[src/hdl/sflash_consts.vh]
// Opcodes, widths and timing counts for the serial flash command decoder.
`ifndef SFLASH_CONSTS_VH
`define SFLASH_CONSTS_VH

// Read opcodes.
`define OP_READ    8'h03
`define OP_FAST    8'h0B
`define OP_DOUT    8'h3B
`define OP_DIO     8'hBB
`define OP_QOUT    8'h6B
`define OP_QIO     8'hEB

// Mode, reset and latch opcodes.
`define OP_QENTRY  8'h38
`define OP_QEXIT   8'hFF
`define OP_RARM    8'h66
`define OP_REXEC   8'h99
`define OP_WRITE_ENABLE_CMD    8'h06
`define OP_VWREN   8'h50
`define OP_WRITE_DISABLE_CMD    8'h04
`define OP_OTP     8'h3A

// Status and identification opcodes.
`define OP_STATUS_READ_CMD    8'h05
`define OP_STATUS_WRITE_CMD    8'h01
`define OP_RDID    8'h9F

// Program and erase opcodes.
`define OP_PP      8'h02
`define OP_QPP     8'h32
`define OP_SE      8'h20
`define OP_HBE     8'h52
`define OP_BE      8'hD8
`define OP_CE1     8'hC7
`define OP_CE2     8'h60

// Bit counts and dummy clock counts.
`define ADDR_BITS  6'd24
`define BYTE_BITS  6'd8
`define DUM_SINGLE 4'd8
`define DUM_QUAD   4'd6
`define DUM_DIO    4'd4
`define DUM_QIO    4'd6
`define IND_CLKS   4'd2

// Enhance indicator nibble that keeps the continuous quad read alive.
`define ENH_IND    4'hA

// Status byte field positions and reset value.
`define SR_BUSY    0
`define SR_WEL     1
`define SR_RESET   8'h00

// Timing: core clock period and worst software reset latency.
`define T_CLK_NS       10
`define T_RST_RECOV_NS 28000
`define RST_RECOV_CYC  (`T_RST_RECOV_NS / `T_CLK_NS)

`endif

[src/hdl/serial_flash_command_decoder.v]
// Command decoder for a serial NOR flash on a single, dual or quad link.
`timescale 1ns/10ps
`default_nettype none
`include "sflash_consts.vh"

module serial_flash_command_decoder #(
  parameter [7:0] MFR_ID   = 8'h5A,  // Arbitrary value.
  parameter [7:0] MEM_TYPE = 8'h3C,  // Arbitrary value.
  parameter [7:0] MEM_CAP  = 8'h15   // Arbitrary value.
) (
  input  wire        core_clk,
  input  wire        rstn,
  input  wire        sck_pin,
  input  wire        cs_n_pin,
  input  wire [3:0]  dq_in,
  output reg  [3:0]  dq_out,
  output reg  [3:0]  dq_oe,
  input  wire        busy_in,
  input  wire        op_done,
  input  wire [5:0]  nv_status,
  input  wire        deep_pd,
  input  wire [7:0]  mem_rd_data,
  output reg         mem_rd_req,
  output reg  [23:0] mem_rd_addr,
  output reg         op_start,
  output reg  [7:0]  op_code,
  output reg  [23:0] op_addr,
  output reg  [7:0]  wr_byte,
  output reg         wr_byte_valid,
  output reg         abort,
  output reg         quad_command_mode,
  output reg         enhanced,
  output reg         otp_mode,
  output reg         write_enable_latch,
  output reg         reset_busy
);

  localparam [2:0] PH_CMD   = 3'd0;
  localparam [2:0] PH_ADDR  = 3'd1;
  localparam [2:0] PH_DUMMY = 3'd2;
  localparam [2:0] PH_OUT   = 3'd3;
  localparam [2:0] PH_DIN   = 3'd4;
  localparam [2:0] PH_END   = 3'd5;
  localparam [2:0] PH_IGN   = 3'd6;
  localparam [1:0] SRC_MEM  = 2'd0;
  localparam [1:0] SRC_STAT = 2'd1;
  localparam [1:0] SRC_ID   = 2'd2;
  localparam [31:0] RECOV_FULL = `RST_RECOV_CYC;
  localparam [11:0] RECOV_CYC  = RECOV_FULL[11:0];  // Fits in 12 bits.

  wire [5:0] pins_s;
  wire       sck_s  = pins_s[5];
  wire       cs_n_s = pins_s[4];
  wire [3:0] dq_s   = pins_s[3:0];

  reg        sck_d_ff;
  reg        cs_d_ff;
  reg [2:0]  ph_ff;
  reg [7:0]  op_ff;
  reg [23:0] sh_ff;
  reg [5:0]  cnt_ff;
  reg [2:0]  iw_ff;
  reg [2:0]  ow_ff;
  reg [3:0]  dcnt_ff;
  reg [7:0]  ind_ff;
  reg [1:0]  src_ff;
  reg [7:0]  obyte_ff;
  reg [3:0]  opos_ff;
  reg [7:0]  pre_ff;
  reg        req_d_ff;
  reg [1:0]  id_idx_ff;
  reg        got_data_ff;
  reg        arm_ff;
  reg        vol_arm_ff;
  reg        vol_ovr_ff;
  reg [5:0]  vol_ff;
  reg [11:0] rcv_ff;

  // Cs resets to deselected so no frame is seen while the pins settle.
  pin_sync #(.W(6), .RST_VAL(6'h10)) u_pin_sync (
    .core_clk (core_clk),
    .rstn     (rstn),
    .d_in     ({sck_pin, cs_n_pin, dq_in}),
    .q_out    (pins_s)
  );

  // Edges of the filtered serial clock count only inside a frame.
  wire sck_rise    = sck_s & ~sck_d_ff & ~cs_n_s;
  wire sck_fall    = ~sck_s & sck_d_ff & ~cs_n_s;
  wire frame_start = ~cs_n_s & cs_d_ff;
  wire frame_end   = cs_n_s & ~cs_d_ff;

  // Shift in one, two or four bits per rising edge, high bit line first.
  wire [23:0] nsh  = (iw_ff == 3'd4) ? {sh_ff[19:0], dq_s} :
                     (iw_ff == 3'd2) ? {sh_ff[21:0], dq_s[1:0]} :
                                       {sh_ff[22:0], dq_s[0]};
  wire [5:0]  ncnt = cnt_ff + {3'b000, iw_ff};
  wire [7:0]  nbyte = nsh[7:0];

  wire is_prog  = (op_ff == `OP_PP) | (op_ff == `OP_QPP);
  wire is_erase = (op_ff == `OP_SE) | (op_ff == `OP_HBE) |
                  (op_ff == `OP_BE);
  wire is_ce    = (op_ff == `OP_CE1) | (op_ff == `OP_CE2);
  wire enh_frame_cmd = (nbyte == `OP_QEXIT) | (nbyte == `OP_RARM) |
                       (nbyte == `OP_REXEC);

  // Status byte: volatile copy when written, else the stored bits.
  wire [5:0] sr_hi   = vol_ovr_ff ? vol_ff : nv_status;
  wire [7:0] sr_byte = {sr_hi, write_enable_latch, busy_in};
  wire [7:0] id_byte = (id_idx_ff == 2'd0) ? MFR_ID :
                       (id_idx_ff == 2'd1) ? MEM_TYPE : MEM_CAP;
  wire [7:0] src_byte = (src_ff == SRC_STAT) ? sr_byte :
                        (src_ff == SRC_ID) ? id_byte : pre_ff;
  wire [7:0] cur_byte = (opos_ff == 4'd0) ? src_byte : obyte_ff;

  // Opcode decode: next phase, widths, dummy count and byte source.
  reg [2:0] d_ph;
  reg [2:0] d_aw;
  reg [2:0] d_ow;
  reg [3:0] d_dum;
  reg [1:0] d_src;
  always @* begin
    d_ph  = PH_END;
    d_aw  = quad_command_mode ? 3'd4 : 3'd1;
    d_ow  = quad_command_mode ? 3'd4 : 3'd1;
    d_dum = 4'd0;
    d_src = SRC_MEM;
    case (nbyte)
      `OP_READ: d_ph = PH_ADDR;
      `OP_FAST: begin
        d_ph  = PH_ADDR;
        d_dum = quad_command_mode ? `DUM_QUAD : `DUM_SINGLE;
      end
      `OP_DOUT: begin
        d_ph  = PH_ADDR;
        d_ow  = 3'd2;
        d_dum = `DUM_SINGLE;
      end
      `OP_DIO: begin
        d_ph  = PH_ADDR;
        d_aw  = 3'd2;
        d_ow  = 3'd2;
        d_dum = `DUM_DIO;
      end
      `OP_QOUT: begin
        d_ph  = PH_ADDR;
        d_ow  = 3'd4;
        d_dum = `DUM_SINGLE;
      end
      `OP_QIO: begin
        d_ph  = PH_ADDR;
        d_aw  = 3'd4;
        d_ow  = 3'd4;
        d_dum = `DUM_QIO;
      end
      `OP_STATUS_READ_CMD: begin
        d_ph  = PH_OUT;
        d_src = SRC_STAT;
      end
      `OP_RDID: begin
        d_ph  = PH_OUT;
        d_src = SRC_ID;
      end
      `OP_STATUS_WRITE_CMD: d_ph = PH_DIN;
      `OP_PP, `OP_QPP, `OP_SE, `OP_HBE, `OP_BE: d_ph = PH_ADDR;
      `OP_CE1, `OP_CE2, `OP_WRITE_ENABLE_CMD, `OP_WRITE_DISABLE_CMD, `OP_VWREN, `OP_QENTRY,
      `OP_QEXIT, `OP_RARM, `OP_REXEC, `OP_OTP: d_ph = PH_END;
      default: d_ph = PH_IGN;
    endcase
    // Quad command mode refuses the single-mode-only opcodes.
    if (quad_command_mode && ((nbyte == `OP_READ) || (nbyte == `OP_DOUT) ||
        (nbyte == `OP_DIO) || (nbyte == `OP_QPP) || (nbyte == `OP_QOUT)))
      d_ph = PH_IGN;
    // Array reads other than enhanced frames are ignored while an internal cycle runs.
    if (busy_in && (d_ph == PH_ADDR) && (d_dum != 4'd0 ||
        nbyte == `OP_READ))
      d_ph = PH_IGN;
  end

  // Frame engine: shifts command, address, dummy and data phases.
  always @(posedge core_clk or negedge rstn) begin
    if (!rstn) begin
      sck_d_ff      <= 1'b0;
      cs_d_ff       <= 1'b1;
      ph_ff         <= PH_IGN;
      op_ff         <= 8'h00;
      sh_ff         <= 24'h00_0000;
      cnt_ff        <= 6'd0;
      iw_ff         <= 3'd1;
      ow_ff         <= 3'd1;
      dcnt_ff       <= 4'd0;
      ind_ff        <= 8'h00;
      src_ff        <= SRC_MEM;
      obyte_ff      <= 8'h00;
      opos_ff       <= 4'd0;
      pre_ff        <= 8'h00;
      req_d_ff      <= 1'b0;
      id_idx_ff     <= 2'd0;
      got_data_ff   <= 1'b0;
      dq_out        <= 4'h0;
      dq_oe         <= 4'h0;
      mem_rd_req    <= 1'b0;
      mem_rd_addr   <= 24'h00_0000;
      op_addr       <= 24'h00_0000;
      wr_byte       <= 8'h00;
      wr_byte_valid <= 1'b0;
    end else begin
      sck_d_ff      <= sck_s;
      cs_d_ff       <= cs_n_s;
      mem_rd_req    <= 1'b0;
      wr_byte_valid <= 1'b0;
      req_d_ff      <= mem_rd_req;
      if (req_d_ff)
        pre_ff <= mem_rd_data;
      if (frame_start) begin
        // An enhanced read frame starts straight with the quad address.
        ph_ff       <= (rcv_ff != 12'd0) ? PH_IGN :
                       enhanced ? PH_ADDR : PH_CMD;
        op_ff       <= enhanced ? `OP_QIO : 8'h00;
        iw_ff       <= (enhanced || quad_command_mode) ? 3'd4 : 3'd1;
        ow_ff       <= 3'd4;
        dcnt_ff     <= `DUM_QIO;
        sh_ff       <= 24'h00_0000;
        cnt_ff      <= 6'd0;
        ind_ff      <= 8'h00;
        opos_ff     <= 4'd0;
        id_idx_ff   <= 2'd0;
        got_data_ff <= 1'b0;
      end else if (frame_end) begin
        dq_oe <= 4'h0;
      end else if (sck_rise) begin
        sh_ff  <= nsh;
        cnt_ff <= ncnt;
        case (ph_ff)
          PH_CMD: begin
            if (ncnt == `BYTE_BITS) begin
              op_ff   <= nbyte;
              ph_ff   <= d_ph;
              iw_ff   <= (nbyte == `OP_QPP) ? 3'd4 : d_aw;
              ow_ff   <= d_ow;
              dcnt_ff <= d_dum;
              src_ff  <= d_src;
              cnt_ff  <= 6'd0;
            end
          end
          PH_ADDR: begin
            if (enhanced && (ncnt == `BYTE_BITS) && enh_frame_cmd) begin
              op_ff <= nbyte;
              ph_ff <= PH_END;
            end else if (ncnt == `ADDR_BITS) begin
              cnt_ff <= 6'd0;
              src_ff <= SRC_MEM;
              if (is_prog) begin
                op_addr <= nsh;
                ph_ff   <= PH_DIN;
                iw_ff   <= (op_ff == `OP_QPP) ? 3'd4 : iw_ff;
              end else if (is_erase) begin
                op_addr <= nsh;
                ph_ff   <= PH_END;
              end else begin
                mem_rd_addr <= nsh;
                mem_rd_req  <= 1'b1;
                ph_ff       <= (dcnt_ff == 4'd0) ? PH_OUT : PH_DUMMY;
              end
            end
          end
          PH_DUMMY: begin
            // The leading dummy clocks of the quad read carry the indicator.
            if (op_ff == `OP_QIO && dcnt_ff > `DUM_QIO - `IND_CLKS)
              ind_ff <= {ind_ff[3:0], dq_s};
            dcnt_ff <= dcnt_ff - 4'd1;
            if (dcnt_ff == 4'd1)
              ph_ff <= PH_OUT;
          end
          PH_DIN: begin
            if (ncnt == `BYTE_BITS) begin
              cnt_ff      <= 6'd0;
              got_data_ff <= 1'b1;
              if (op_ff == `OP_STATUS_WRITE_CMD) begin
                wr_byte <= nbyte;
                ph_ff   <= PH_END;
              end else if (write_enable_latch && !busy_in) begin
                wr_byte       <= nbyte;
                wr_byte_valid <= 1'b1;
              end
            end
          end
          PH_OUT: ph_ff <= PH_OUT;
          // Stray clocks after a complete command void it.
          PH_END: ph_ff <= PH_IGN;
          default: ph_ff <= PH_IGN;
        endcase
      end else if (sck_fall && ph_ff == PH_OUT) begin
        // New byte when the last is spent; memory prefetches the next.
        if (opos_ff == 4'd0) begin
          opos_ff <= 4'd8 - {1'b0, ow_ff};
          if (src_ff == SRC_MEM) begin
            mem_rd_req  <= 1'b1;
            mem_rd_addr <= mem_rd_addr + 24'h00_0001;
          end
          if (src_ff == SRC_ID)
            id_idx_ff <= (id_idx_ff == 2'd2) ? 2'd0 : id_idx_ff + 2'd1;
        end else begin
          opos_ff <= opos_ff - {1'b0, ow_ff};
        end
        obyte_ff <= (ow_ff == 3'd4) ? {cur_byte[3:0], 4'h0} :
                    (ow_ff == 3'd2) ? {cur_byte[5:0], 2'b00} :
                                      {cur_byte[6:0], 1'b0};
        // Single width drives the data-out line only.
        case (ow_ff)
          3'd4: begin
            dq_out <= cur_byte[7:4];
            dq_oe  <= 4'hF;
          end
          3'd2: begin
            dq_out <= {2'b00, cur_byte[7:6]};
            dq_oe  <= 4'h3;
          end
          default: begin
            dq_out <= {2'b00, cur_byte[7], 1'b0};
            dq_oe  <= 4'h2;
          end
        endcase
      end
    end
  end

  // Commit at deselect: mode changes, latches, resets and array starts.
  always @(posedge core_clk or negedge rstn) begin
    if (!rstn) begin
      quad_command_mode  <= 1'b0;
      enhanced           <= 1'b0;
      otp_mode           <= 1'b0;
      write_enable_latch <= 1'b0;
      arm_ff             <= 1'b0;
      vol_arm_ff         <= 1'b0;
      vol_ovr_ff         <= 1'b0;
      vol_ff             <= 6'h00;
      rcv_ff             <= 12'd0;
      reset_busy         <= 1'b0;
      abort              <= 1'b0;
      op_start           <= 1'b0;
      op_code            <= 8'h00;
    end else begin
      abort      <= 1'b0;
      op_start   <= 1'b0;
      reset_busy <= (rcv_ff != 12'd0);
      if (rcv_ff != 12'd0)
        rcv_ff <= rcv_ff - 12'd1;
      if (frame_end && rcv_ff == 12'd0 && (ph_ff != PH_CMD ||
          cnt_ff != 6'd0)) begin
        arm_ff     <= (ph_ff == PH_END) && (op_ff == `OP_RARM);
        vol_arm_ff <= (ph_ff == PH_END) && (op_ff == `OP_VWREN);
        if (op_ff == `OP_QIO && ph_ff == PH_OUT)
          enhanced <= (ind_ff[7:4] == `ENH_IND);
        if (ph_ff == PH_END) begin
          case (op_ff)
            `OP_QENTRY: quad_command_mode <= 1'b1;
            `OP_QEXIT: begin
              if (enhanced)
                enhanced <= 1'b0;
              else
                quad_command_mode <= 1'b0;
            end
            `OP_WRITE_ENABLE_CMD: write_enable_latch <= 1'b1;
            `OP_WRITE_DISABLE_CMD: begin
              write_enable_latch <= 1'b0;
              otp_mode           <= 1'b0;
            end
            `OP_OTP: otp_mode <= 1'b1;
            `OP_REXEC: begin
              if (arm_ff && !deep_pd) begin
                quad_command_mode  <= 1'b0;
                enhanced           <= 1'b0;
                otp_mode           <= 1'b0;
                write_enable_latch <= 1'b0;
                vol_ovr_ff         <= 1'b0;
                abort              <= busy_in;
                // Only an interrupted cycle needs the long recovery.
                rcv_ff <= busy_in ? RECOV_CYC : 12'd1;
              end
            end
            `OP_STATUS_WRITE_CMD: begin
              if (vol_arm_ff) begin
                vol_ff     <= wr_byte[7:2];
                vol_ovr_ff <= 1'b1;
              end else if (write_enable_latch && !busy_in) begin
                op_start <= 1'b1;
                op_code  <= op_ff;
              end
            end
            default: begin
              if ((is_erase || is_ce) && write_enable_latch && !busy_in) begin
                op_start <= 1'b1;
                op_code  <= op_ff;
              end
            end
          endcase
        end
        if (is_prog && ph_ff == PH_DIN && got_data_ff &&
            write_enable_latch && !busy_in) begin
          op_start <= 1'b1;
          op_code  <= op_ff;
        end
      end
      // Completion stands last so it wins over a same-cycle enable.
      if (op_done)
        write_enable_latch <= 1'b0;
    end
  end

endmodule // serial_flash_command_decoder

`default_nettype wire

[src/hdl/pin_sync.v]
// Three-stage synchroniser with agreement filter for link pins.
`timescale 1ns/10ps
`default_nettype none

module pin_sync #(
  parameter       W       = 6,
  parameter [5:0] RST_VAL = 6'h00
) (
  input  wire         core_clk,
  input  wire         rstn,
  input  wire [W-1:0] d_in,
  output reg  [W-1:0] q_out
);

  reg [W-1:0] s1_ff;
  reg [W-1:0] s2_ff;
  reg [W-1:0] s3_ff;

  // The first stage feeds only the second; a bit changes once two agree.
  always @(posedge core_clk or negedge rstn) begin
    if (!rstn) begin
      s1_ff <= RST_VAL[W-1:0];
      s2_ff <= RST_VAL[W-1:0];
      s3_ff <= RST_VAL[W-1:0];
      q_out <= RST_VAL[W-1:0];
    end else begin
      s1_ff <= d_in;
      s2_ff <= s1_ff;
      s3_ff <= s2_ff;
      q_out <= (s3_ff & ~(s2_ff ^ s3_ff)) | (q_out & (s2_ff ^ s3_ff));
    end
  end

endmodule // pin_sync

`default_nettype wire

[config.mk]
export PLATFORM = sky130hd
export DESIGN_NAME = serial_flash_command_decoder
export DESIGN_NICKNAME = d
export VERILOG_FILES = /design/src/hdl/serial_flash_command_decoder.v /design/src/hdl/pin_sync.v
export VERILOG_INCLUDE_DIRS = /design/src /design/src/hdl
export SDC_FILE = /design/constraint.sdc
export NUM_CORES = 1
export LEC_CHECK = 0
export BUFFER_PORTS_ARGS = -buffer_cell sky130_fd_sc_hd__buf_2
export CAP_MARGIN = 30
export CORE_MARGIN = 1
export CORE_UTILIZATION = 50
export CTS_BUF_LIST = sky130_fd_sc_hd__clkbuf_8
export CTS_CLUSTER_DIAMETER = 150
export DETAILED_ROUTE_END_ITERATION = 8
export GPL_TIMING_DRIVEN = 0
export PLACE_DENSITY_LB_ADDON = 0.12
export SYNTH_ARGS = -nofsm -noshare
export SYNTH_HDL_FRONTEND = slang
export SYNTH_SLANG_ARGS = --single-unit
[constraint.sdc]
create_clock -name core_clk -period 4.2 [get_ports core_clk]
set_input_delay 0.84 -clock core_clk [delete_from_list [all_inputs] [get_ports core_clk]]
set_output_delay 0.84 -clock core_clk [all_outputs]
set_load 0.02 [all_outputs]
==> impl_metrics.tcl <==
set metrics [dict create \
    status "finished, final reports clean" \
    finalSetupViolCount 0 \
    maxCapViolCount 0 \
    worstPathArrival_ps 4370 \
    endpoint "wr_byte[0]$_DFFE_PN0P_" \
    diodes 0 \
    avgSynthCellArea_um2 9.36 \
    cts_tree "yes" \
    grt_first_pass_wirelength_um 52300 \
    clkLatencyLatePin_ps 540 \
    grt_max_degree 122 \
    cp-startpoint "iw_ff[0]$_DFFE_PN1P_" \
    route.antenna.remaining_nets 0 \
    dieArea_um2 23100 \
    grt_pass1_vias 9669 \
    die_x_um 152 \
    synth_cells 1199 \
    initial_core_util_pct 51.3 \
    fp.dieH_um 152 \
    r2r_end "wr_byte[0]$_DFFE_PN0P_" \
    wl_met1_um 14000 \
    grt_use_total_pct 28.2 \
    final.min_clock_period_ps 3970 \
    drt_iter0_markers 731 \
    gp_congestion 0.945 \
    worstSetupEndpointType "register" \
    hold_violations 0 \
    wl_met3_um 2090 \
    ys_types 90 \
    path_buf_inv 0 \
    met2_length_um 14900 \
    nets 1385 \
    max_stage_delay_ps 640 \
    syn_to_final_growth_pct 15.0 \
    worst_r2r_startpoint "iw_ff[0]$_DFFE_PN1P_" \
    grt_setup_unrepaired "no" \
    r2r_slack_ps 230 \
    synth_top_family_by_area "compound AO/OA/AOI/OAI gates" \
    fmax_mhz 252 \
    final_cell_mix "dfrtp_1 (201), nand2_1 (127), buf_2 (113)" \
    synth-compound-area-share_pct 20.5 \
    clkSinkCount 210 \
    crit_chain "ha_1 > fa_1 > or4_1 > a211oi_1 > nor2_1 > nor2_2 > nand4_1 > or3_1 > a21oi_4 > mux2_2" \
    finalSetupTns_ps 0 \
    holdCritPathClass "in2async" \
    dp_hpwl_um 22900 \
    muxShareOfSynthArea_pct 6.30 \
    slew_headroom_pct 40.6 \
    clk_path_buf_depth 3 \
    reg2reg_depth 10 \
    worst_pin_slew_ps 884 \
    fin_skew_ps 35.7 \
    coreArea_um2 21900 \
    slowest_stage "dfstp_2" \
    synthAdderAreaFrac_pct 2.34 \
    root_buffer "clkbuf_8" \
    path_delay_family "simple AND/OR/NAND/NOR gates" \
    numPortBuffers 105 \
    num_io_pins 106 \
    layout-drive-gt1-share_pct 18.2 \
    synth_simple_gate_area_share_pct 18.8 \
    clk_pin_slew_ps 60 \
    viasPerCell 6.05 \
    peakVddDrop_mv 0.358 \
    routed.top_layer "met4" \
    num_rows 54 \
    multiInputGateArea_um2 5510 \
    hold_buffers 0 \
    final_common_cell "dfrtp_1" \
    vias 9983 \
    ys_seq_area_share_pct 46.9 \
    leakage_nw 5.89 \
    drc 0 \
    synth_fp_nets 1239 \
    syn_area_um2 11200 \
    ys.flop_type "dfrtp_1" \
    ctsResizeCount 0 \
    yosys_warnings 0 \
    routed_wl_um 32300 \
    synth_xor_area_share_pct 1.17 \
    postCtsSetupBuffers 0 \
    critPathRequiredTime_ps 4600 \
    globalRouteOverflowTotal 0 \
    synth_edf_count 0 \
    cts_buffers 38 \
    wl_per_cell_um 19.6 \
    ctsHtreeMaxLevel 2 \
    drt_first_pass_iters 7 \
    seq_area_um2 5270 \
    path_max_fanout 9 \
    power_per_cell_area_nw_per_um2 521 \
    antenna_found_initial 0 \
    synth-seq-cells 210 \
    cp.depth 10 \
    whs_ps 305 \
    slew_violations 0 \
    path_class "reg2reg" \
    critPathLaunchType "register" \
    fillCellCount 1997 \
    async_reset_ff_share_pct 100 \
    finalCritPeriodShare_pct 94.4 \
]
## cell usage after synthesis, types with 5 or more instances
library cell,count,area [um2]
nor3b_1,5,37.5
inv_1,34,128
a21oi_1,94,470
clkbuf_1,55,206
a31oi_1,9,56.3
mux2_1,13,146
or3_1,9,56.3
a22oi_1,8,60.1
and3_1,14,87.6
xnor2_1,5,43.8
and2_1,5,31.3
nor3_1,33,165
a31o_2,8,70.1
nand3_1,34,170
a21o_1,8,60.1
mux2i_1,14,140
nor4_1,12,75.1
nand2b_1,14,87.6
buf_2,9,45.0
o211ai_1,10,75.1
o21ai_1,5,25.0
nor2b_1,14,87.6
nand3b_1,6,45.0
dfstp_2,9,236
o41ai_1,6,52.6
xor2_1,5,43.8
and3b_1,6,52.6
nor2_1,108,405
o22ai_1,31,194
mux2_2,36,405
a22o_1,21,184
ha_1,13,163
nand2_1,127,477
maj3_1,6,60.1
or4_1,6,45.0
a211oi_1,8,60.1
a2bb2oi_1,8,70.1
o21ai_0,94,470
o31ai_1,6,45.0
nand4_1,11,68.8
dfrtp_1,201,5030
## per-stage QoR
stage / setup WS [ps] / std cells / utilization, % / instance area (um2) / power, mW
2_1_floorplan: 741 / 1199 / - / 11200 / 4.10
3_3_place_gp: -1350 / 1584 / 55.3 / 12100 / 4.76
3_5_place_dp: 245 / 1585 / 55.4 / 12100 / 4.79
4_1_cts: 239 / 1651 / 59.0 / 12900 / 6.75
5_1_grt: 3.32 / 1651 / 59.0 / 12900 / 7.11
6_report: 234 / 1651 / 59.0 / 12900 / 6.73
## worst register-to-register path: stages (launching register included)
cell      delay, ps
dfstp_2         640
ha_1            230
fa_1            460
or4_1           510
a211oi_1        280
nor2_1          190
nor2_2          260
nand4_1         150
or3_1           420
a21oi_4         310
mux2_2          380
## final cells by class
cell class,instances,share of cell area [%]
Clock buffer,52,5.54
Inverter,34,0.988
Timing Repair Buffer,106,4.36
Sequential cell,210,40.8
Multi-Input combinational cell,882,42.7
Clock inverter,14,0.446
Tap cell,280,2.71
Buffer,73,2.47
## flip-flops by register name (all words and copies together) (netlist names), 6 cells and up, named ones only
| name | cells |
|---|---|
| obyte_ff | 7 |
| op_ff | 8 |
| wr_byte | 8 |
| u_pin_sync.s1_ff | 6 |
| sh_ff | 23 |
| ind_ff | 8 |
| rcv_ff | 12 |
| u_pin_sync.s2_ff | 6 |
| u_pin_sync.s3_ff | 6 |
| op_addr | 24 |
| mem_rd_addr | 24 |
| pre_ff | 8 |
| op_code | 8 |
| cnt_ff | 6 |
| vol_ff | 6 |
## kinds of logic (layout without fill, tap and decap cells)
logic type	count (synthesis)	in the layout
mux	64	64
fa+ha+maj	21	21
xor+xnor	12	12
buf+inv	107	279
simple gates	426	426
compound gates	359	359
flops	210	210
## worst min-delay path by stage
stage | start | cells after the start | endpoint
6_report | rstn | 1 | rcv_ff[10]$_DFF_PN0_
5_1_grt | u_pin_sync.s1_ff[0]$_DFF_PN0_ | 0 | u_pin_sync.s2_ff[0]$_DFF_PN0_
4_1_cts | rstn | 1 | sh_ff[0]$_DFFE_PN0P_
3_5_place_dp | u_pin_sync.s1_ff[3]$_DFF_PN0_ | 0 | u_pin_sync.s2_ff[3]$_DFF_PN0_
3_3_place_gp | u_pin_sync.s1_ff[0]$_DFF_PN0_ | 0 | u_pin_sync.s2_ff[0]$_DFF_PN0_
2_1_floorplan | u_pin_sync.s1_ff[0]$_DFF_PN0_ | 0 | u_pin_sync.s2_ff[0]$_DFF_PN0_
## power breakdown
part	switching [mW]	internal, mW	total (mW)
Clock	0.849	1.09	1.94
Combinational	1.34	0.763	2.10
Sequential	0.319	2.37	2.69
Total	2.50	4.23	6.73
## metal layers
metal	track usage, %	vias to the layer above
met2	44.5	382
met3	5.33	101
met5	0	-
li1	-	4681
met1	38.0	4819
met4	12.4	0
Power figures use the tool's default switching activity.
